**src/core/sbss_pkg.sv**
```systemverilog
// Shared constants and types for the burst SRAM select and sleep ends
package sbss_pkg;

	// ==========================================================
	// Bus shape
	localparam int ADDR_W = 19;
	localparam int LANES = 4;
	localparam int LANE_W = 9;
	localparam int DATA_W = LANES * LANE_W;
	localparam int STORE_AW_DEF = 4;

	// ==========================================================
	// Sleep timing, in clock cycles
	localparam int SLEEP_ENTRY_CYCLES = 2;
	localparam int SLEEP_EXIT_CYCLES = 2;
	localparam logic [1:0] WAKE_LOAD = 2'(SLEEP_EXIT_CYCLES - 1);

	// ==========================================================
	// Read pipeline: edges from strobe sample to data on the bus
	localparam int READ_LATENCY = 2;
	localparam logic [1:0] READ_LOAD = 2'(READ_LATENCY);

	// ==========================================================
	// Controller states
	typedef enum logic [1:0] {
		CTL_IDLE,
		CTL_READ,
		CTL_SLEEP,
		CTL_WAKE
	} sbss_ctl_state_t;

endpackage

```
**src/core/sbss_bus_if.sv**
```systemverilog
// Pin-level bus between the memory controller and the burst SRAM
interface sbss_bus_if #(
	parameter int ADDR_W = sbss_pkg::ADDR_W,
	parameter int LANES = sbss_pkg::LANES,
	parameter int LANE_W = sbss_pkg::LANE_W
);
	logic sleep_request;
	logic processor_address_strobe_n;
	logic controller_address_strobe_n;
	logic global_write_n;
	logic byte_write_enable_n;
	logic [LANES-1:0] lane_write_strobe_n;
	logic first_select_n;
	logic high_active_select;
	logic second_select_n;
	logic [ADDR_W-1:0] addr;
	logic [LANES*LANE_W-1:0] dq_from_ctrl;
	logic dq_ctrl_oe;
	logic [LANES*LANE_W-1:0] dq_from_sram;
	logic dq_sram_oe;

	modport sram (
		input sleep_request, processor_address_strobe_n, controller_address_strobe_n,
		input global_write_n, byte_write_enable_n, lane_write_strobe_n,
		input first_select_n, high_active_select, second_select_n, addr,
		input dq_from_ctrl, dq_ctrl_oe,
		output dq_from_sram, dq_sram_oe
	);

	modport ctrl (
		output sleep_request, processor_address_strobe_n, controller_address_strobe_n,
		output global_write_n, byte_write_enable_n, lane_write_strobe_n,
		output first_select_n, high_active_select, second_select_n, addr,
		output dq_from_ctrl, dq_ctrl_oe,
		input dq_from_sram, dq_sram_oe
	);
endinterface

```
**src/core/sbss_ctrl.sv**
```systemverilog
// Memory controller end: issues accesses and sequences sleep entry and exit
module sbss_ctrl #(
	parameter bit EXPAND = 1'b0
) (
	// Clock and reset
	input wire logic i_core_clk,
	input wire logic i_rstn,
	// Pin bus
	sbss_bus_if.ctrl bus,
	// Access requests
	input wire logic i_req_valid,
	input wire logic i_req_write,
	input wire logic [sbss_pkg::ADDR_W-1:0] i_req_addr,
	input wire logic [sbss_pkg::DATA_W-1:0] i_req_wdata,
	input wire logic [sbss_pkg::LANES-1:0] i_req_lanes,
	input wire logic i_req_all_lanes,
	output logic o_req_ready,
	// Read answers
	output logic o_rsp_valid,
	output logic [sbss_pkg::DATA_W-1:0] o_rsp_rdata,
	// Sleep control
	input wire logic i_sleep,
	output logic o_sleep_active
);
	import sbss_pkg::*;

	sbss_ctl_state_t state, next_state;
	logic [1:0] count, next_count;
	logic sleep_req, next_sleep_req;
	logic strobe_n, next_strobe_n;
	logic gw_n, next_gw_n;
	logic bwe_n, next_bwe_n;
	logic [LANES-1:0] lane_n, next_lane_n;
	logic sel1_n, next_sel1_n;
	logic sel_hi, next_sel_hi;
	logic sel2_n, next_sel2_n;
	logic [ADDR_W-1:0] addr, next_addr;
	logic [DATA_W-1:0] wdata, next_wdata;
	logic drive, next_drive;
	logic rsp_valid, next_rsp_valid;
	logic [DATA_W-1:0] rdata, next_rdata;
	logic take;

	// ==========================================================
	// Sequencing
	assign o_req_ready = (state == CTL_IDLE) && !i_sleep;
	assign take = o_req_ready && i_req_valid;

	always_comb begin
		next_state = state;
		next_count = count;
		next_sleep_req = sleep_req;
		next_strobe_n = 1'b1;
		next_gw_n = 1'b1;
		next_bwe_n = 1'b1;
		next_lane_n = '1;
		next_sel1_n = 1'b1;
		next_sel_hi = sel_hi;
		next_sel2_n = sel2_n;
		next_addr = addr;
		next_wdata = wdata;
		next_drive = 1'b0;
		next_rsp_valid = 1'b0;
		next_rdata = rdata;
		case (state)
			CTL_IDLE: begin
				// Sleep is raised only from idle, so no read is in flight
				if (i_sleep) begin
					next_sleep_req = 1'b1;
					next_state = CTL_SLEEP;
				end else if (take) begin
					next_strobe_n = 1'b0;
					next_sel1_n = 1'b0;
					next_sel_hi = EXPAND ? i_req_addr[ADDR_W-1] : 1'b1;
					next_sel2_n = EXPAND ? i_req_addr[ADDR_W-1] : 1'b0;
					next_addr = i_req_addr;
					if (i_req_write) begin
						next_gw_n = !i_req_all_lanes;
						next_bwe_n = i_req_all_lanes;
						next_lane_n = ~i_req_lanes;
						next_wdata = i_req_wdata;
						next_drive = 1'b1;
					end else begin
						next_count = READ_LOAD;
						next_state = CTL_READ;
					end
				end
			end
			CTL_READ: begin
				if (count == 2'h0) begin
					next_rsp_valid = 1'b1;
					next_rdata = bus.dq_from_sram;
					next_state = CTL_IDLE;
				end else begin
					next_count = count - 2'h1;
				end
			end
			CTL_SLEEP: begin
				if (!i_sleep) begin
					next_sleep_req = 1'b0;
					next_count = WAKE_LOAD;
					next_state = CTL_WAKE;
				end
			end
			CTL_WAKE: begin
				// Strobes stay high through the exit window; nothing is issued
				if (count == 2'h0) begin
					next_state = CTL_IDLE;
				end else begin
					next_count = count - 2'h1;
				end
			end
			default: begin
				next_state = CTL_IDLE;
			end
		endcase
	end

	always_ff @(posedge i_core_clk or negedge i_rstn) begin
		if (!i_rstn) begin
			state <= CTL_IDLE;
			count <= 2'h0;
			sleep_req <= 1'b0;
			strobe_n <= 1'b1;
			gw_n <= 1'b1;
			bwe_n <= 1'b1;
			lane_n <= '1;
			sel1_n <= 1'b1;
			sel_hi <= 1'b1;
			sel2_n <= 1'b0;
			addr <= '0;
			wdata <= '0;
			drive <= 1'b0;
			rsp_valid <= 1'b0;
			rdata <= '0;
		end else begin
			state <= next_state;
			count <= next_count;
			sleep_req <= next_sleep_req;
			strobe_n <= next_strobe_n;
			gw_n <= next_gw_n;
			bwe_n <= next_bwe_n;
			lane_n <= next_lane_n;
			sel1_n <= next_sel1_n;
			sel_hi <= next_sel_hi;
			sel2_n <= next_sel2_n;
			addr <= next_addr;
			wdata <= next_wdata;
			drive <= next_drive;
			rsp_valid <= next_rsp_valid;
			rdata <= next_rdata;
		end
	end

	// ==========================================================
	// Pin drive; the processor strobe is unused by this controller
	assign bus.sleep_request = sleep_req;
	assign bus.processor_address_strobe_n = 1'b1;
	assign bus.controller_address_strobe_n = strobe_n;
	assign bus.global_write_n = gw_n;
	assign bus.byte_write_enable_n = bwe_n;
	assign bus.lane_write_strobe_n = lane_n;
	assign bus.first_select_n = sel1_n;
	assign bus.high_active_select = sel_hi;
	assign bus.second_select_n = sel2_n;
	assign bus.addr = addr;
	assign bus.dq_from_ctrl = wdata;
	assign bus.dq_ctrl_oe = drive;

	assign o_rsp_valid = rsp_valid;
	assign o_rsp_rdata = rdata;
	assign o_sleep_active = sleep_req;
endmodule

```
**src/flat_wrapper.sv**
```systemverilog
// flat-port wrapper written by rule: the top's interface ports become plain ports
module sbss_ctrl_flat import sbss_pkg::*;
#(
	parameter bit EXPAND = 1'b0
)
  (i_core_clk, i_rstn, i_req_valid, i_req_write, i_req_addr, i_req_wdata, i_req_lanes, i_req_all_lanes, o_req_ready, o_rsp_valid, o_rsp_rdata, i_sleep, o_sleep_active, bus_sleep_request, bus_processor_address_strobe_n, bus_controller_address_strobe_n, bus_global_write_n, bus_byte_write_enable_n, bus_lane_write_strobe_n, bus_first_select_n, bus_high_active_select, bus_second_select_n, bus_addr, bus_dq_from_ctrl, bus_dq_ctrl_oe, bus_dq_from_sram, bus_dq_sram_oe);
  sbss_bus_if bus_i ();
  input wire logic i_core_clk;
  input wire logic i_rstn;
  input wire logic i_req_valid;
  input wire logic i_req_write;
  input wire logic [sbss_pkg::ADDR_W-1:0] i_req_addr;
  input wire logic [sbss_pkg::DATA_W-1:0] i_req_wdata;
  input wire logic [sbss_pkg::LANES-1:0] i_req_lanes;
  input wire logic i_req_all_lanes;
  output logic o_req_ready;
  output logic o_rsp_valid;
  output logic [sbss_pkg::DATA_W-1:0] o_rsp_rdata;
  input wire logic i_sleep;
  output logic o_sleep_active;
  output wire logic [$bits(bus_i.sleep_request)-1:0] bus_sleep_request;
  output wire logic [$bits(bus_i.processor_address_strobe_n)-1:0] bus_processor_address_strobe_n;
  output wire logic [$bits(bus_i.controller_address_strobe_n)-1:0] bus_controller_address_strobe_n;
  output wire logic [$bits(bus_i.global_write_n)-1:0] bus_global_write_n;
  output wire logic [$bits(bus_i.byte_write_enable_n)-1:0] bus_byte_write_enable_n;
  output wire logic [$bits(bus_i.lane_write_strobe_n)-1:0] bus_lane_write_strobe_n;
  output wire logic [$bits(bus_i.first_select_n)-1:0] bus_first_select_n;
  output wire logic [$bits(bus_i.high_active_select)-1:0] bus_high_active_select;
  output wire logic [$bits(bus_i.second_select_n)-1:0] bus_second_select_n;
  output wire logic [$bits(bus_i.addr)-1:0] bus_addr;
  output wire logic [$bits(bus_i.dq_from_ctrl)-1:0] bus_dq_from_ctrl;
  output wire logic [$bits(bus_i.dq_ctrl_oe)-1:0] bus_dq_ctrl_oe;
  input wire logic [$bits(bus_i.dq_from_sram)-1:0] bus_dq_from_sram;
  input wire logic [$bits(bus_i.dq_sram_oe)-1:0] bus_dq_sram_oe;
  assign bus_sleep_request = bus_i.sleep_request;
  assign bus_processor_address_strobe_n = bus_i.processor_address_strobe_n;
  assign bus_controller_address_strobe_n = bus_i.controller_address_strobe_n;
  assign bus_global_write_n = bus_i.global_write_n;
  assign bus_byte_write_enable_n = bus_i.byte_write_enable_n;
  assign bus_lane_write_strobe_n = bus_i.lane_write_strobe_n;
  assign bus_first_select_n = bus_i.first_select_n;
  assign bus_high_active_select = bus_i.high_active_select;
  assign bus_second_select_n = bus_i.second_select_n;
  assign bus_addr = bus_i.addr;
  assign bus_dq_from_ctrl = bus_i.dq_from_ctrl;
  assign bus_dq_ctrl_oe = bus_i.dq_ctrl_oe;
  assign bus_i.dq_from_sram = bus_dq_from_sram;
  assign bus_i.dq_sram_oe = bus_dq_sram_oe;
  sbss_ctrl #(.EXPAND(EXPAND)) u_core (.i_core_clk(i_core_clk), .i_rstn(i_rstn), .bus(bus_i), .i_req_valid(i_req_valid), .i_req_write(i_req_write), .i_req_addr(i_req_addr), .i_req_wdata(i_req_wdata), .i_req_lanes(i_req_lanes), .i_req_all_lanes(i_req_all_lanes), .o_req_ready(o_req_ready), .o_rsp_valid(o_rsp_valid), .o_rsp_rdata(o_rsp_rdata), .i_sleep(i_sleep), .o_sleep_active(o_sleep_active));
endmodule
```
**config.mk**
```make
export PLATFORM = sky130hd
export DESIGN_NAME = sbss_ctrl_flat
export DESIGN_NICKNAME = d
export VERILOG_FILES = /design/src/core/sbss_pkg.sv /design/src/core/sbss_bus_if.sv /design/src/core/sbss_ctrl.sv /design/src/flat_wrapper.sv
export SDC_FILE = /design/constraint.sdc
export NUM_CORES = 1
export LEC_CHECK = 0
export ABC_AREA = 1
export BUFFER_PORTS_ARGS = -buffer_cell sky130_fd_sc_hd__buf_2
export CELL_PAD_IN_SITES_DETAIL_PLACEMENT = 1
export CELL_PAD_IN_SITES_GLOBAL_PLACEMENT = 1
export CORE_MARGIN = 4
export CORE_UTILIZATION = 36
export CTS_BUF_LIST = sky130_fd_sc_hd__clkbuf_8
export DETAILED_ROUTE_END_ITERATION = 7
export PLACE_DENSITY_LB_ADDON = 0.25
export SKIP_CTS_REPAIR_TIMING = 1
export SYNTH_ARGS = -nofsm -noshare
export SYNTH_HDL_FRONTEND = slang
export SYNTH_SLANG_ARGS = --single-unit
```
**constraint.sdc**
```tcl
create_clock -name i_core_clk -period 2.4 [get_ports i_core_clk]
set_input_delay 0.12 -clock i_core_clk [delete_from_list [all_inputs] [get_ports i_core_clk]]
set_output_delay 0.12 -clock i_core_clk [all_outputs]
set_load 0.02 [all_outputs]
```
* After elaboration in Yosys (flattened, before gate mapping)
Cells that the tools add are included.
Word-level totals: memories 0, ROM bits 0, input port bits 102, word-level logic and storage cells 77, bits in writable memories 0, register bits 105, output and inout port bits 107, bits in latches 0
Cells by class: shifts and indexed selects 0, add/subtract/negate cells 1, reductions and logical operators 14, magnitude comparators 0, multiply operators 0, div/mod/pow operators 0, eq/ne operators 12, multiplexer cells 36, bitwise operators 2
Operators with widths (count):
- 2-bit 2-to-1 mux | 10
- 1-bit 2-to-1 mux | 19
- 4-bit 2-to-1 mux | 4
- 2-bit case mux with 3 select lines | 2
- 2-bit inequality test (second input constant) | 5
- 4-bit AND reduction | 2
- 3-bit AND reduction | 2
- 5-bit AND reduction | 1
- 2-bit equality test (second input constant) | 2
- 2-bit zero test | 2
- 2-bit by 1-bit inequality test with 1-bit output (second input constant) | 2
- 4-bit NOT | 1
- 3-bit by 2-bit inequality test with 1-bit output (second input constant) | 1
- 3-bit inequality test (second input constant) | 1
- 2-bit by 1-bit equality test with 1-bit output (second input constant) | 1
- 1-bit logical AND | 2
- 1-bit zero test | 2
- 1-bit case mux with 2 select lines | 1
- 2-bit AND reduction | 1
- 2-bit nonzero test | 1
- 2-bit OR reduction | 1
- 2-bit by 1-bit subtractor with 2-bit output (second input constant) | 1
- 1-bit NOT | 1

* Logic depth before layout (Yosys ltp)
Gate-level depths: netlist of run 1.
depth after elaboration 6, mapped depth 9, gate-level depth less buffers 8

* Worst setup path before layout of run 1
No wires, ideal clock.
path kind register -> register, from register u_core.count[0], to register u_core.rdata[12] (netlist: u_core.o_rsp_rdata[12]), slack 1.138 ns, required time 2.334 ns, period minus slack after synthesis 1.262 ns, stages on the path, launching flop included 9, path buffers 1, arrival time 1.196 ns, setup time 0.066 ns, cells stage by stage dfrtp_1 -> inv_1 -> ha_1 -> nand2_1 -> inv_2 -> nand2_4 -> clkbuf_1 -> nand2_1 -> nand2_1
Between the ends: word-level cells in the longest chain between the ends 2
RTL lines:
- start, declared | RTL line sbss_ctrl.sv:28 | logic [1:0] count, next_count;
- start signal, assigned | RTL line sbss_ctrl.sv:138 | count <= next_count;
- 2-bit zero test | RTL line sbss_ctrl.sv:90 | if (count == 2'h0) begin
- 2-bit AND reduction (no line)
- end signal, assigned | RTL line sbss_ctrl.sv:151 | rdata <= next_rdata;
- end, declared | RTL line sbss_ctrl.sv:41 | logic [DATA_W-1:0] rdata, next_rdata;
No other way between the ends. A chain may end at the register's enable or synchronous reset.

* Worst setup path after layout of run 1
from register u_core.count[0], to register u_core.rdata[22] (netlist: u_core.o_rsp_rdata[22])
Same word-level chain as after synthesis.

==> summary.txt, run 1 <==
Run status
  – Run status: complete, no violations

Cells and area
  – Area delta synth->final: 54.58%
  – Finished Cell Area: ~0.0063 mm^2
  – Final #Nets: between 800 and 900
  – Filler cells: 1318
  – FF+latch area: around 0.0026 mm^2
  – Fraction of layout cells with a size suffix above 1: 31.94%
  – Multi-input gate area: between 0.001 and 0.0015 mm^2

Timing
  – Worst slew margin: approximately three fifths
  – Worst Skew: 0.008224 ns
  – RSZ-0062 raised after global routing: no
  – Max-slew violations: 0
  – Peak Freq: 0.5694 GHz
  – Fin crit period: 1.756 ns
  – Setup tns final: 0 ns
  – Endpoints failing setup: 0
  – Slew at the pin with the worst max-slew slack: between 0.6 and 0.7 ns
  – Final hold violations: 0
  – Final Cycle Share: 73.18%

Synth
  – Most instantiated library cell after synthesis: nand2_1
  – Avg Cell Area, Syn: 9.113 um^2
  – Commonest cells in the synthesized netlist: nand2_1, dfrtp_1, nand3_1
  – Synth top area cells: dfrtp_1, nand2_1, dfstp_2
  – Sequential fraction of the synthesis area: between 60% and 70%
  – Synth Warn #: 0
  – Synth unique cells: 21
  – Syn Inst Count: 448
  – Async SR Flop Fraction: 100.0%
  – Cell taking the most area after synthesis: dfrtp_1
  – Seq cells post-synth: 105
  – Top cell type's share of synthesized area: approximately 60%
  – EDFF count, synth: 0
  – Post-synth top flop: dfrtp_1
  – Netlist Area Pre-Place: 0.004083 mm^2

Place
  – Placer Congestion: 0.7253
  – HPWL Detailed: 8.383 mm
  – IO buf count: 204
  – DP Area: 0.005174 mm^2

Clock tree
  – Inserted Clock Buffers: 9
  – Worst-Skew Late Latency: around 0.36 ns
  – Clk sinks: between 100 and 150
  – CTS H-Tree Depth: 3
  – CTS tree: yes
  – Clk slew on worst S/H paths: ~0.1 ns
  – Root Buffer: clkbuf_8
  – Max clock buf depth: 2

Global route
  – Vias in the first global route: 3784
  – First-pass GRT wire length: 18.69 mm
  – Antenna violations before repair: 1
  – Grt total ovfl: 0
  – Gr usage total: 17.98%
  – Largest net degree at the start of global routing: ~110

Hold path
  – Hold Crit Class: in -> reg

Die
  – Starting Density: 37.17%
  – I/O pins: roughly 210
  – Rows: 38
  – Die span in y: ~110 um
  – Core ar.: 0.01098 mm^2
  – Die W: 114.5 um
  – Die area: 0.01311 mm^2

Power and ir drop
  – Peak supply drop: 0.4979 mV
  – Cell Pwr Density: 1179 mW/mm^2
  – LEAKAGE: 0.003566 uW

Routing
  – Initial DRC Count: 207
  – Routed length per instance: 16.56 um
  – ANT nets after route: 0
  – DRC Markers: 0
  – Vias: 4090
  – Drt via density: 4.632
  – Drt first pass iters: 4
  – WL final: 14.62 mm

Worst setup path
  – Worst path arrival time: 2.06 ns
  – Required @ worst endpoint: 2.70 ns
  – CP Cell Sequence: inv_1, ha_1, nand2_1, inv_2, nand2_4, inv_4, nand2_1, nand2_1
  – Critical Path End Type: flip-flop
  – Critical path class: reg -> reg
  – Reg-to-reg slack, setup: 0.64 ns
  – Slowest cell on the critical path: dfrtp_1
  – Crit start category: flip-flop
  – Crit path max-delay family: simple AND/OR/NAND/NOR gates
  – CP most frequent cell: nand2_1
  – Buffer and inverter count on the worst path: 3
  – Critical path fanouts, max: 37
  – Max incr delay on CP: 0.41 ns

Flow run
  – Max-Cap Viols: 0
-- layer usage --
layer	up-vias	GRT usage, %	routed length [um]
met4	0	6.651	329
met5	-	0	0
met1	1983	23.40	5666
met3	24	5.338	1028
li1	1927	-	-
met2	156	28.44	7595
-- worst min-delay path: stages --
cell and delay (ns):
buf_2 0.08, nand3_1 0.08, nand2_1 0.07
-- power breakdown --
part	internal [uW]	switching [uW]
Clock	605	586
Combinational	1090	2170
Sequential	2540	440
Total	4240	3200
-- layout by cell type, fill, tap and decap left out, types with 2 or more instances in the layout --
cell / n
nand2_1: 270
buf_2: 203
dfrtp_1: 98
dlygate4sd3_1: 92
nand3_1: 22
inv_1: 11
clkbuf_8: 10
dfstp_2: 7
o21ai_0: 6
buf_4: 5
conb_1: 3
nor2_4: 2
bufinv_16: 2
-- registers in the layout (all words and copies together) (netlist names) --
signal	flops
u_core.bus.addr	19
u_core.bus.byte_write_enable_n	1
u_core.bus.dq_ctrl_oe	1
u_core.bus.dq_from_ctrl	36
u_core.bus.first_select_n	1
u_core.bus.global_write_n	1
u_core.bus.lane_write_strobe_n	4
u_core.bus.sleep_request	1
u_core.count	2
u_core.o_rsp_rdata	36
u_core.o_rsp_valid	1
u_core.state	2
-- cell type report --
class | count | share of cell area (%)
repair buffers | 301 | 31.60
diodes | 1 | 0.03965
flip-flops and latches | 105 | 41.77
clock inverters | 6 | 1.209
well taps | 140 | 2.776
inverters | 10 | 0.6344
clock buffers | 10 | 2.181
multi-input cells | 310 | 19.79
-- metrics by stage --
step                      instances  power (uW)  setup WS, ns  utilization [%]  hold slack, ns
final                           883        7439        0.6436            57.46         0.01512
after global routing            883        7971        0.4503            57.46        0.008542
after CTS                       790        7309        0.6358            49.05         -0.1692
after detailed placement        774        6099        0.6747            47.11          0.2449
after global placement          774        5957        0.7563            47.11          0.2370
after floorplan                 449        4885         1.138                -         -0.1756
-- kinds of logic after synthesis --
| group | count (synthesis) | share of synthesized area, % |
|---|---|---|
| buf+inv | 34 | 4.934 |
| flops | 105 | 64.57 |
| simple gates | 299 | 29.14 |
| fa+ha+maj | 1 | 0.3064 |
| compound gates | 7 | 0.8580 |
| other cells | 2 | 0.1839 |
-- final timing paths --
check                                         endpoint  cells after the start                   startpoint
max in group asynchronous           u_core.o_rsp_valid                      3                       i_rstn
hold reg to reg            u_core.bus.dq_from_ctrl[16]                      2  u_core.bus.dq_from_ctrl[16]
hold / removal                     u_core.bus.addr[13]                      3               i_req_addr[13]
min in group asynchronous   u_core.bus.dq_from_ctrl[8]                      3                       i_rstn
setup / recovery                u_core.o_rsp_rdata[22]                      8              u_core.count[0]
setup reg to reg                u_core.o_rsp_rdata[22]                      8              u_core.count[0]
Power figures use the tool's default switching activity.
==> run 2, diff against run 1 <==
--- a/config.mk
+++ b/config.mk
@@ -10,7 +10,7 @@
 export CELL_PAD_IN_SITES_DETAIL_PLACEMENT = 1
 export CELL_PAD_IN_SITES_GLOBAL_PLACEMENT = 1
 export CORE_MARGIN = 4
-export CORE_UTILIZATION = 36
+export CORE_UTILIZATION = 33
 export CTS_BUF_LIST = sky130_fd_sc_hd__clkbuf_8
 export DETAILED_ROUTE_END_ITERATION = 7
 export PLACE_DENSITY_LB_ADDON = 0.25
==> constraint.sdc (replaced) <==
create_clock -name i_core_clk -period 1.65 [get_ports i_core_clk]
set_input_delay 0.0825 -clock i_core_clk [delete_from_list [all_inputs] [get_ports i_core_clk]]
set_output_delay 0.0825 -clock i_core_clk [all_outputs]
set_load 0.02 [all_outputs]
==> summary.txt, run 2 (synthesis gave the netlist of run 1 again) <==
Power and ir drop
  – Peak supply drop: 0.7171 mV (was 0.4979 mV)
  – LEAKAGE: 0.003597 uW (was 0.003566 uW)
  – Cell Pwr Density: 1670 mW/mm^2 (was 1179 mW/mm^2)

Cells and area
  – Fraction of layout cells with a size suffix above 1: 32.98% (was 31.94%)
  – Finished Core Util: 53.31% (was 57.46%)
  – Most frequent cells in the layout: nand2_1, buf_2, dlygate4sd3_1, dfrtp_1, nand3_1 (was nand2_1, buf_2, dfrtp_1)
  – Commonest non-fill, non-tap cell in the layout: nand2_1 (unchanged)
  – Finished Cell Area: 0.006430 mm^2 (was 0.006311 mm^2)
  – Area delta synth->final: 57.49% (was 54.58%)
  – Final #Nets: 850 (was 840)

Place
  – IO buf count: 204 (unchanged)
  – HPWL Detailed: 8.436 mm (was 8.383 mm)
  – Placer Congestion: 0.7199 (was 0.7253)
  – DP Area: 0.005244 mm^2 (was 0.005174 mm^2)

Global route
  – Vias in the first global route: 3826 (was 3784)
  – Largest net degree at the start of global routing: 106 (unchanged)
  – Gr usage total: 16.48% (was 17.98%)
  – First-pass GRT wire length: 18.88 mm (was 18.69 mm)
  – Antenna violations before repair: 1 (unchanged)
  – Grt total ovfl: 0 (unchanged)

Clock tree
  – Root Buffer: clkbuf_8 (unchanged)
  – Inserted Clock Buffers: 9 (unchanged)
  – CTS tree: yes (unchanged)
  – Clk slew on worst S/H paths: 0.09 ns (was 0.10 ns)
  – CTS H-Tree Depth: 3 (unchanged)
  – Worst-Skew Late Latency: 0.37 ns (was 0.36 ns)
  – Max clock buf depth: 2 (unchanged)
  – Clk sinks: 105 (unchanged)

Timing
  – Final Cycle Share: 95.46%
  – Peak Freq: 0.6349 GHz
  – Max-slew violations: 0 (unchanged)
  – Fin crit period: 1.575 ns
  – Final hold violations: 0 (unchanged)
  – Endpoints failing setup: 0 (unchanged)
  – Slew at the pin with the worst max-slew slack: 0.5777 ns (was 0.6173 ns)
  – Worst Skew: 0.003988 ns (was 0.008224 ns)
  – Worst slew margin: 61.49% (was 58.85%)

Routing
  – Initial DRC Count: 190 (was 207)
  – WL final: 14.72 mm (was 14.62 mm)
  – Drt via density: 4.504 (was 4.632)
  – Routed length per instance: 15.99 um (was 16.56 um)
  – Drt first pass iters: 4 (unchanged)
  – Vias: 4148 (was 4090)
  – ANT nets after route: 0 (unchanged)
  – DRC Markers: 0 (unchanged)

Worst setup path
  – Critical path fanouts, max: 10 (was 37)
  – Critical path class: reg -> out (was reg -> reg)
  – Crit path from: u_core.state[1] (was u_core.count[0])
  – Worst path arrival time: 1.49 ns (was 2.06 ns)
  – Required @ worst endpoint: 1.57 ns (was 2.70 ns)
  – Max incr delay on CP: 0.44 ns (was 0.41 ns)
  – Crit start category: flip-flop (unchanged)
  – CP Cell Sequence: inv_2, nand2_1, nor2_2, buf_6, buf_2 (was inv_1, ha_1, nand2_1, inv_2, nand2_4, inv_4, nand2_1, nand2_1)
  – Slowest cell on the critical path: dfrtp_1 (unchanged)
  – Worst r2r src: u_core.count[0] (unchanged)
  – Critical Path End Type: output port (was flip-flop)

Die
  – Core ar.: 0.01206 mm^2 (was 0.01098 mm^2)
  – Die span in y: 119.2 um (was 114.5 um)
  – Rows: 40 (was 38)
  – Starting Density: 33.85% (was 37.17%)
  – Die area: 0.01422 mm^2 (was 0.01311 mm^2)
  – I/O pins: 209 (unchanged)
  – Die W: 119.2 um (was 114.5 um)

Hold path
  – Hold Crit Class: in -> reg (unchanged)
  – HP Start: i_sleep (was i_req_addr[13])

Run status
  – Run status: complete, no violations (unchanged)

Flow run
  – Max-Cap Viols: 0 (unchanged)
-- run 2: cell count changes in the layout (fill, tap and decap cells not counted), sizes merged --
| cell | delta |
|---|---|
| buf | +5 |
| inv | -2 |
| clkbuf | +3 |
| clkinv | +1 |
| dlygate4sd3 | +5 |
| bufinv | -2 |
-- run 2: power by group --
group	switching [uW]	internal (uW)	leakage, uW	total, uW
Clock	858	706	0.000107	1560
Combinational	3190	1640	0.00220	4840
Sequential	642	3700	0.00129	4340
Total	4690	6050	0.00360	10700
-- run 2: layout make-up --
cell class                 instances  area (um^2)
tap                              168        210.2
clock inverter                     3        13.76
fill                            1436         5632
inverter                          10        40.04
antenna                            1        2.502
timing repair buffer             311         2096
clock buffer                      13        178.9
sequential                       105         2638
multi-input combinational        310         1251
-- run 2: routing by layer --
layer	track usage, %	wire length (um)
met5	0	0
met4	6.300	367
met3	5.413	945
met2	26.95	7430
met1	20.23	5981
-- run 2: metrics by stage --
stage / power, uW / hold slack [ns] / cells / setup TNS [ns] / setup slack (ns)
floorplan: 7105 / -0.2131 / 449 / 0 / 0.3881
CTS: 10500 / -0.2186 / 821 / -0.08373 / -0.08373
global route: 11500 / 0.02218 / 921 / -0.02559 / -0.02559
detailed placement: 8887 / 0.2048 / 805 / 0 / 0.2037
finish: 10740 / 0.03241 / 921 / 0 / 0.07494
global placement: 8703 / 0.2043 / 805 / 0 / 0.2681
-- run 2: critical path, delay by kind of cell, from the launching register on --
kind	cells	cell delay, ns
buf+inv	3	0.44
flops	1	0.44
simple gates	2	0.24
-- run 2: path summary, 6_finish.rpt --
| check | cells past startpoint | slack [ns] | endpoint |
|---|---|---|---|
| worst max-delay path | 5 | 0.07 | o_req_ready |
| worst min-delay path | 3 | 0.03 | u_core.state[1] |
| worst max register to register | 8 | 0.14 | u_core.o_rsp_rdata[19] |
| worst min register to register | 2 | 0.48 | u_core.bus.addr[18] |
| max in group asynchronous | 3 | 0.90 | u_core.state[0] |
| min in group asynchronous | 3 | 0.31 | u_core.bus.dq_from_ctrl[7] |
==> run 3, diff against run 2 <==
--- a/config.mk
+++ b/config.mk
@@ -8,9 +8,9 @@
 export ABC_AREA = 1
 export BUFFER_PORTS_ARGS = -buffer_cell sky130_fd_sc_hd__buf_2
 export CELL_PAD_IN_SITES_DETAIL_PLACEMENT = 1
-export CELL_PAD_IN_SITES_GLOBAL_PLACEMENT = 1
+export CELL_PAD_IN_SITES_GLOBAL_PLACEMENT = 2
 export CORE_MARGIN = 4
-export CORE_UTILIZATION = 33
+export CORE_UTILIZATION = 26
 export CTS_BUF_LIST = sky130_fd_sc_hd__clkbuf_8
 export DETAILED_ROUTE_END_ITERATION = 7
 export PLACE_DENSITY_LB_ADDON = 0.25
==> summary.txt, run 3 (synthesis gave the netlist of run 1 again) <==
Run status
  – Run status: complete, no violations (unchanged)

Clock tree
  – Inserted Clock Buffers: 9 (unchanged)
  – CTS tree: yes (unchanged)
  – Root Buffer: clkbuf_8 (unchanged)
  – Clk sinks: 105 (unchanged)
  – Max clock buf depth: 2 (unchanged)
  – Clk slew on worst S/H paths: 0.10 ns (was 0.09 ns)
  – Worst-Skew Late Latency: 0.37 ns (about the same)
  – CTS H-Tree Depth: 3 (unchanged)

Timing
  – Worst Skew: 0.009595 ns (was 0.003988 ns)
  – Peak Freq: 0.6359 GHz (was 0.6349 GHz)
  – Final hold slack: 0.03845 ns (was 0.03241 ns)
  – Max-slew violations: 0 (unchanged)
  – Fin worst setup slack: 0.07733 ns (was 0.07494 ns)
  – Endpoints failing setup: 0 (unchanged)
  – Fin crit period: 1.573 ns (was 1.575 ns)
  – Worst slew margin: 60.51% (was 61.49%)
  – Slew at the pin with the worst max-slew slack: 0.5924 ns (was 0.5777 ns)
  – Final hold violations: 0 (unchanged)
  – RSZ-0062 raised after global routing: yes
  – Final Cycle Share: 95.31% (was 95.46%)

Power and ir drop
  – Peak supply drop: 0.7605 mV (was 0.7171 mV)
  – Total Power: 10610 uW (was 10740 uW)
  – Cell Pwr Density: 1638 mW/mm^2 (was 1670 mW/mm^2)
  – LEAKAGE: 0.003580 uW (was 0.003597 uW)

Routing
  – DRC Markers: 0 (unchanged)
  – ANT nets after route: 0 (unchanged)
  – Drt first pass iters: 4 (unchanged)
  – Vias: 4008 (was 4148)
  – WL final: 14.06 mm (was 14.72 mm)
  – Drt via density: 4.162 (was 4.504)
  – Initial DRC Count: 122 (was 190)
  – Routed length per instance: 14.60 um (was 15.99 um)

Cells and area
  – # diodes: 0 (was 1)
  – Final #Nets: 850 (unchanged)
  – Area delta synth->final: 58.69% (was 57.49%)
  – Fraction of layout cells with a size suffix above 1: 33.11% (was 32.98%)
  – Most frequent cells in the layout: nand2_1, buf_2, dlygate4sd3_1 (was nand2_1, buf_2, dlygate4sd3_1, dfrtp_1, nand3_1)
  – Commonest non-fill, non-tap cell in the layout: nand2_1 (unchanged)
  – FF+latch area: 0.002639 mm^2 (was 0.002638 mm^2)
  – Filler cells: 1837 (was 1436)
  – Multi-input gate area: 0.001251 mm^2 (unchanged)

Global route
  – First-pass GRT wire length: 19.44 mm (was 18.88 mm)
  – Grt total ovfl: 0 (unchanged)
  – Largest net degree at the start of global routing: 106 (unchanged)
  – Vias in the first global route: 3782 (was 3826)
  – Antenna violations before repair: 0 (was 1)
  – Gr usage total: 13.43% (was 16.48%)

Die
  – Die span in y: 133.3 um (was 119.2 um)
  – Rows: 45 (was 40)
  – Core ar.: 0.01531 mm^2 (was 0.01206 mm^2)
  – Die area: 0.01777 mm^2 (was 0.01422 mm^2)
  – Die W: 133.3 um (was 119.2 um)
  – Starting Density: 26.66% (was 33.85%)
  – I/O pins: 209 (unchanged)

Worst setup path
  – Critical path fanouts, max: 10 (unchanged)
  – Worst path arrival time: 1.49 ns (about the same)
  – Slowest cell on the critical path: dfrtp_2 (was dfrtp_1)
  – CP Cell Sequence: inv_2, nand2_1, nor2_2, buf_6, buf_2 (unchanged)
  – Max incr delay on CP: 0.45 ns (was 0.44 ns)
  – Critical path class: reg -> out (unchanged)
  – Required @ worst endpoint: 1.57 ns (about the same)
  – Crit start category: flip-flop (unchanged)
  – Critical Path End Type: output port (unchanged)

Hold path
  – Hold Crit Class: in -> reg (unchanged)

Flow run
  – Max-Cap Viols: 0 (unchanged)

Place
  – IO buf count: 204 (unchanged)
  – DP Worst Slack: 0.1267 ns (was 0.2037 ns)
  – HPWL Detailed: 8.645 mm (was 8.436 mm)
  – Placer Congestion: 0.7303 (was 0.7199)
## run 3: power breakdown
part	leakage (uW)	total, uW	internal (uW)	switching (uW)
registers	0.00129	4310	3700	613
clock network	0.0000888	1530	625	903
logic	0.00220	4780	1660	3120
## run 3: cell type report
class	instances	share of cell area, %
clock buffers	11	2.337
inverters	10	0.6566
clock inverters	5	0.4828
flip-flops and latches	105	40.73
repair buffers	311	32.41
well taps	211	4.075
multi-input cells	310	19.31
## run 3: per-stage QoR
step           instances  TNS [ns]  utilization, %  cell area (um^2)
3_5_place_dp         847         0           34.54              5290
6_report             963         0           42.30              6479
3_3_place_gp         847         0           34.54              5290
4_1_cts              863  -0.09014           35.74              5473
5_1_grt              963  -0.02279           42.30              6479
2_1_floorplan        449         0               -              4086
## run 3: worst paths after layout
kind	start	endpoint	slack, ns	cells past startpoint
max	u_core.state[1]	o_req_ready	0.08	5
min	i_sleep	u_core.state[1]	0.04	3
min in group asynchronous	i_rstn	u_core.bus.dq_ctrl_oe	0.31	3
min reg2reg	u_core.bus.dq_from_ctrl[1]	u_core.bus.dq_from_ctrl[1]	0.48	2
max reg2reg	u_core.state[0]	u_core.bus.dq_from_ctrl[29]	0.20	6
max in group asynchronous	i_rstn	u_core.o_rsp_rdata[6]	0.88	3
## run 3: routing by layer
| layer | GRT usage (%) | wire, um |
|---|---|---|
| met5 | 0 | 0 |
| met1 | 17.79 | 6153 |
| met3 | 4.343 | 818 |
| met2 | 20.80 | 6860 |
| met4 | 4.571 | 227 |
## run 3: critical path: cells and delay by family, from the launching register on
kind | cells | cell delay [ns]
flip-flops | 1 | 0.45
buffers and inverters | 3 | 0.45
AND/OR/NAND/NOR | 2 | 0.23
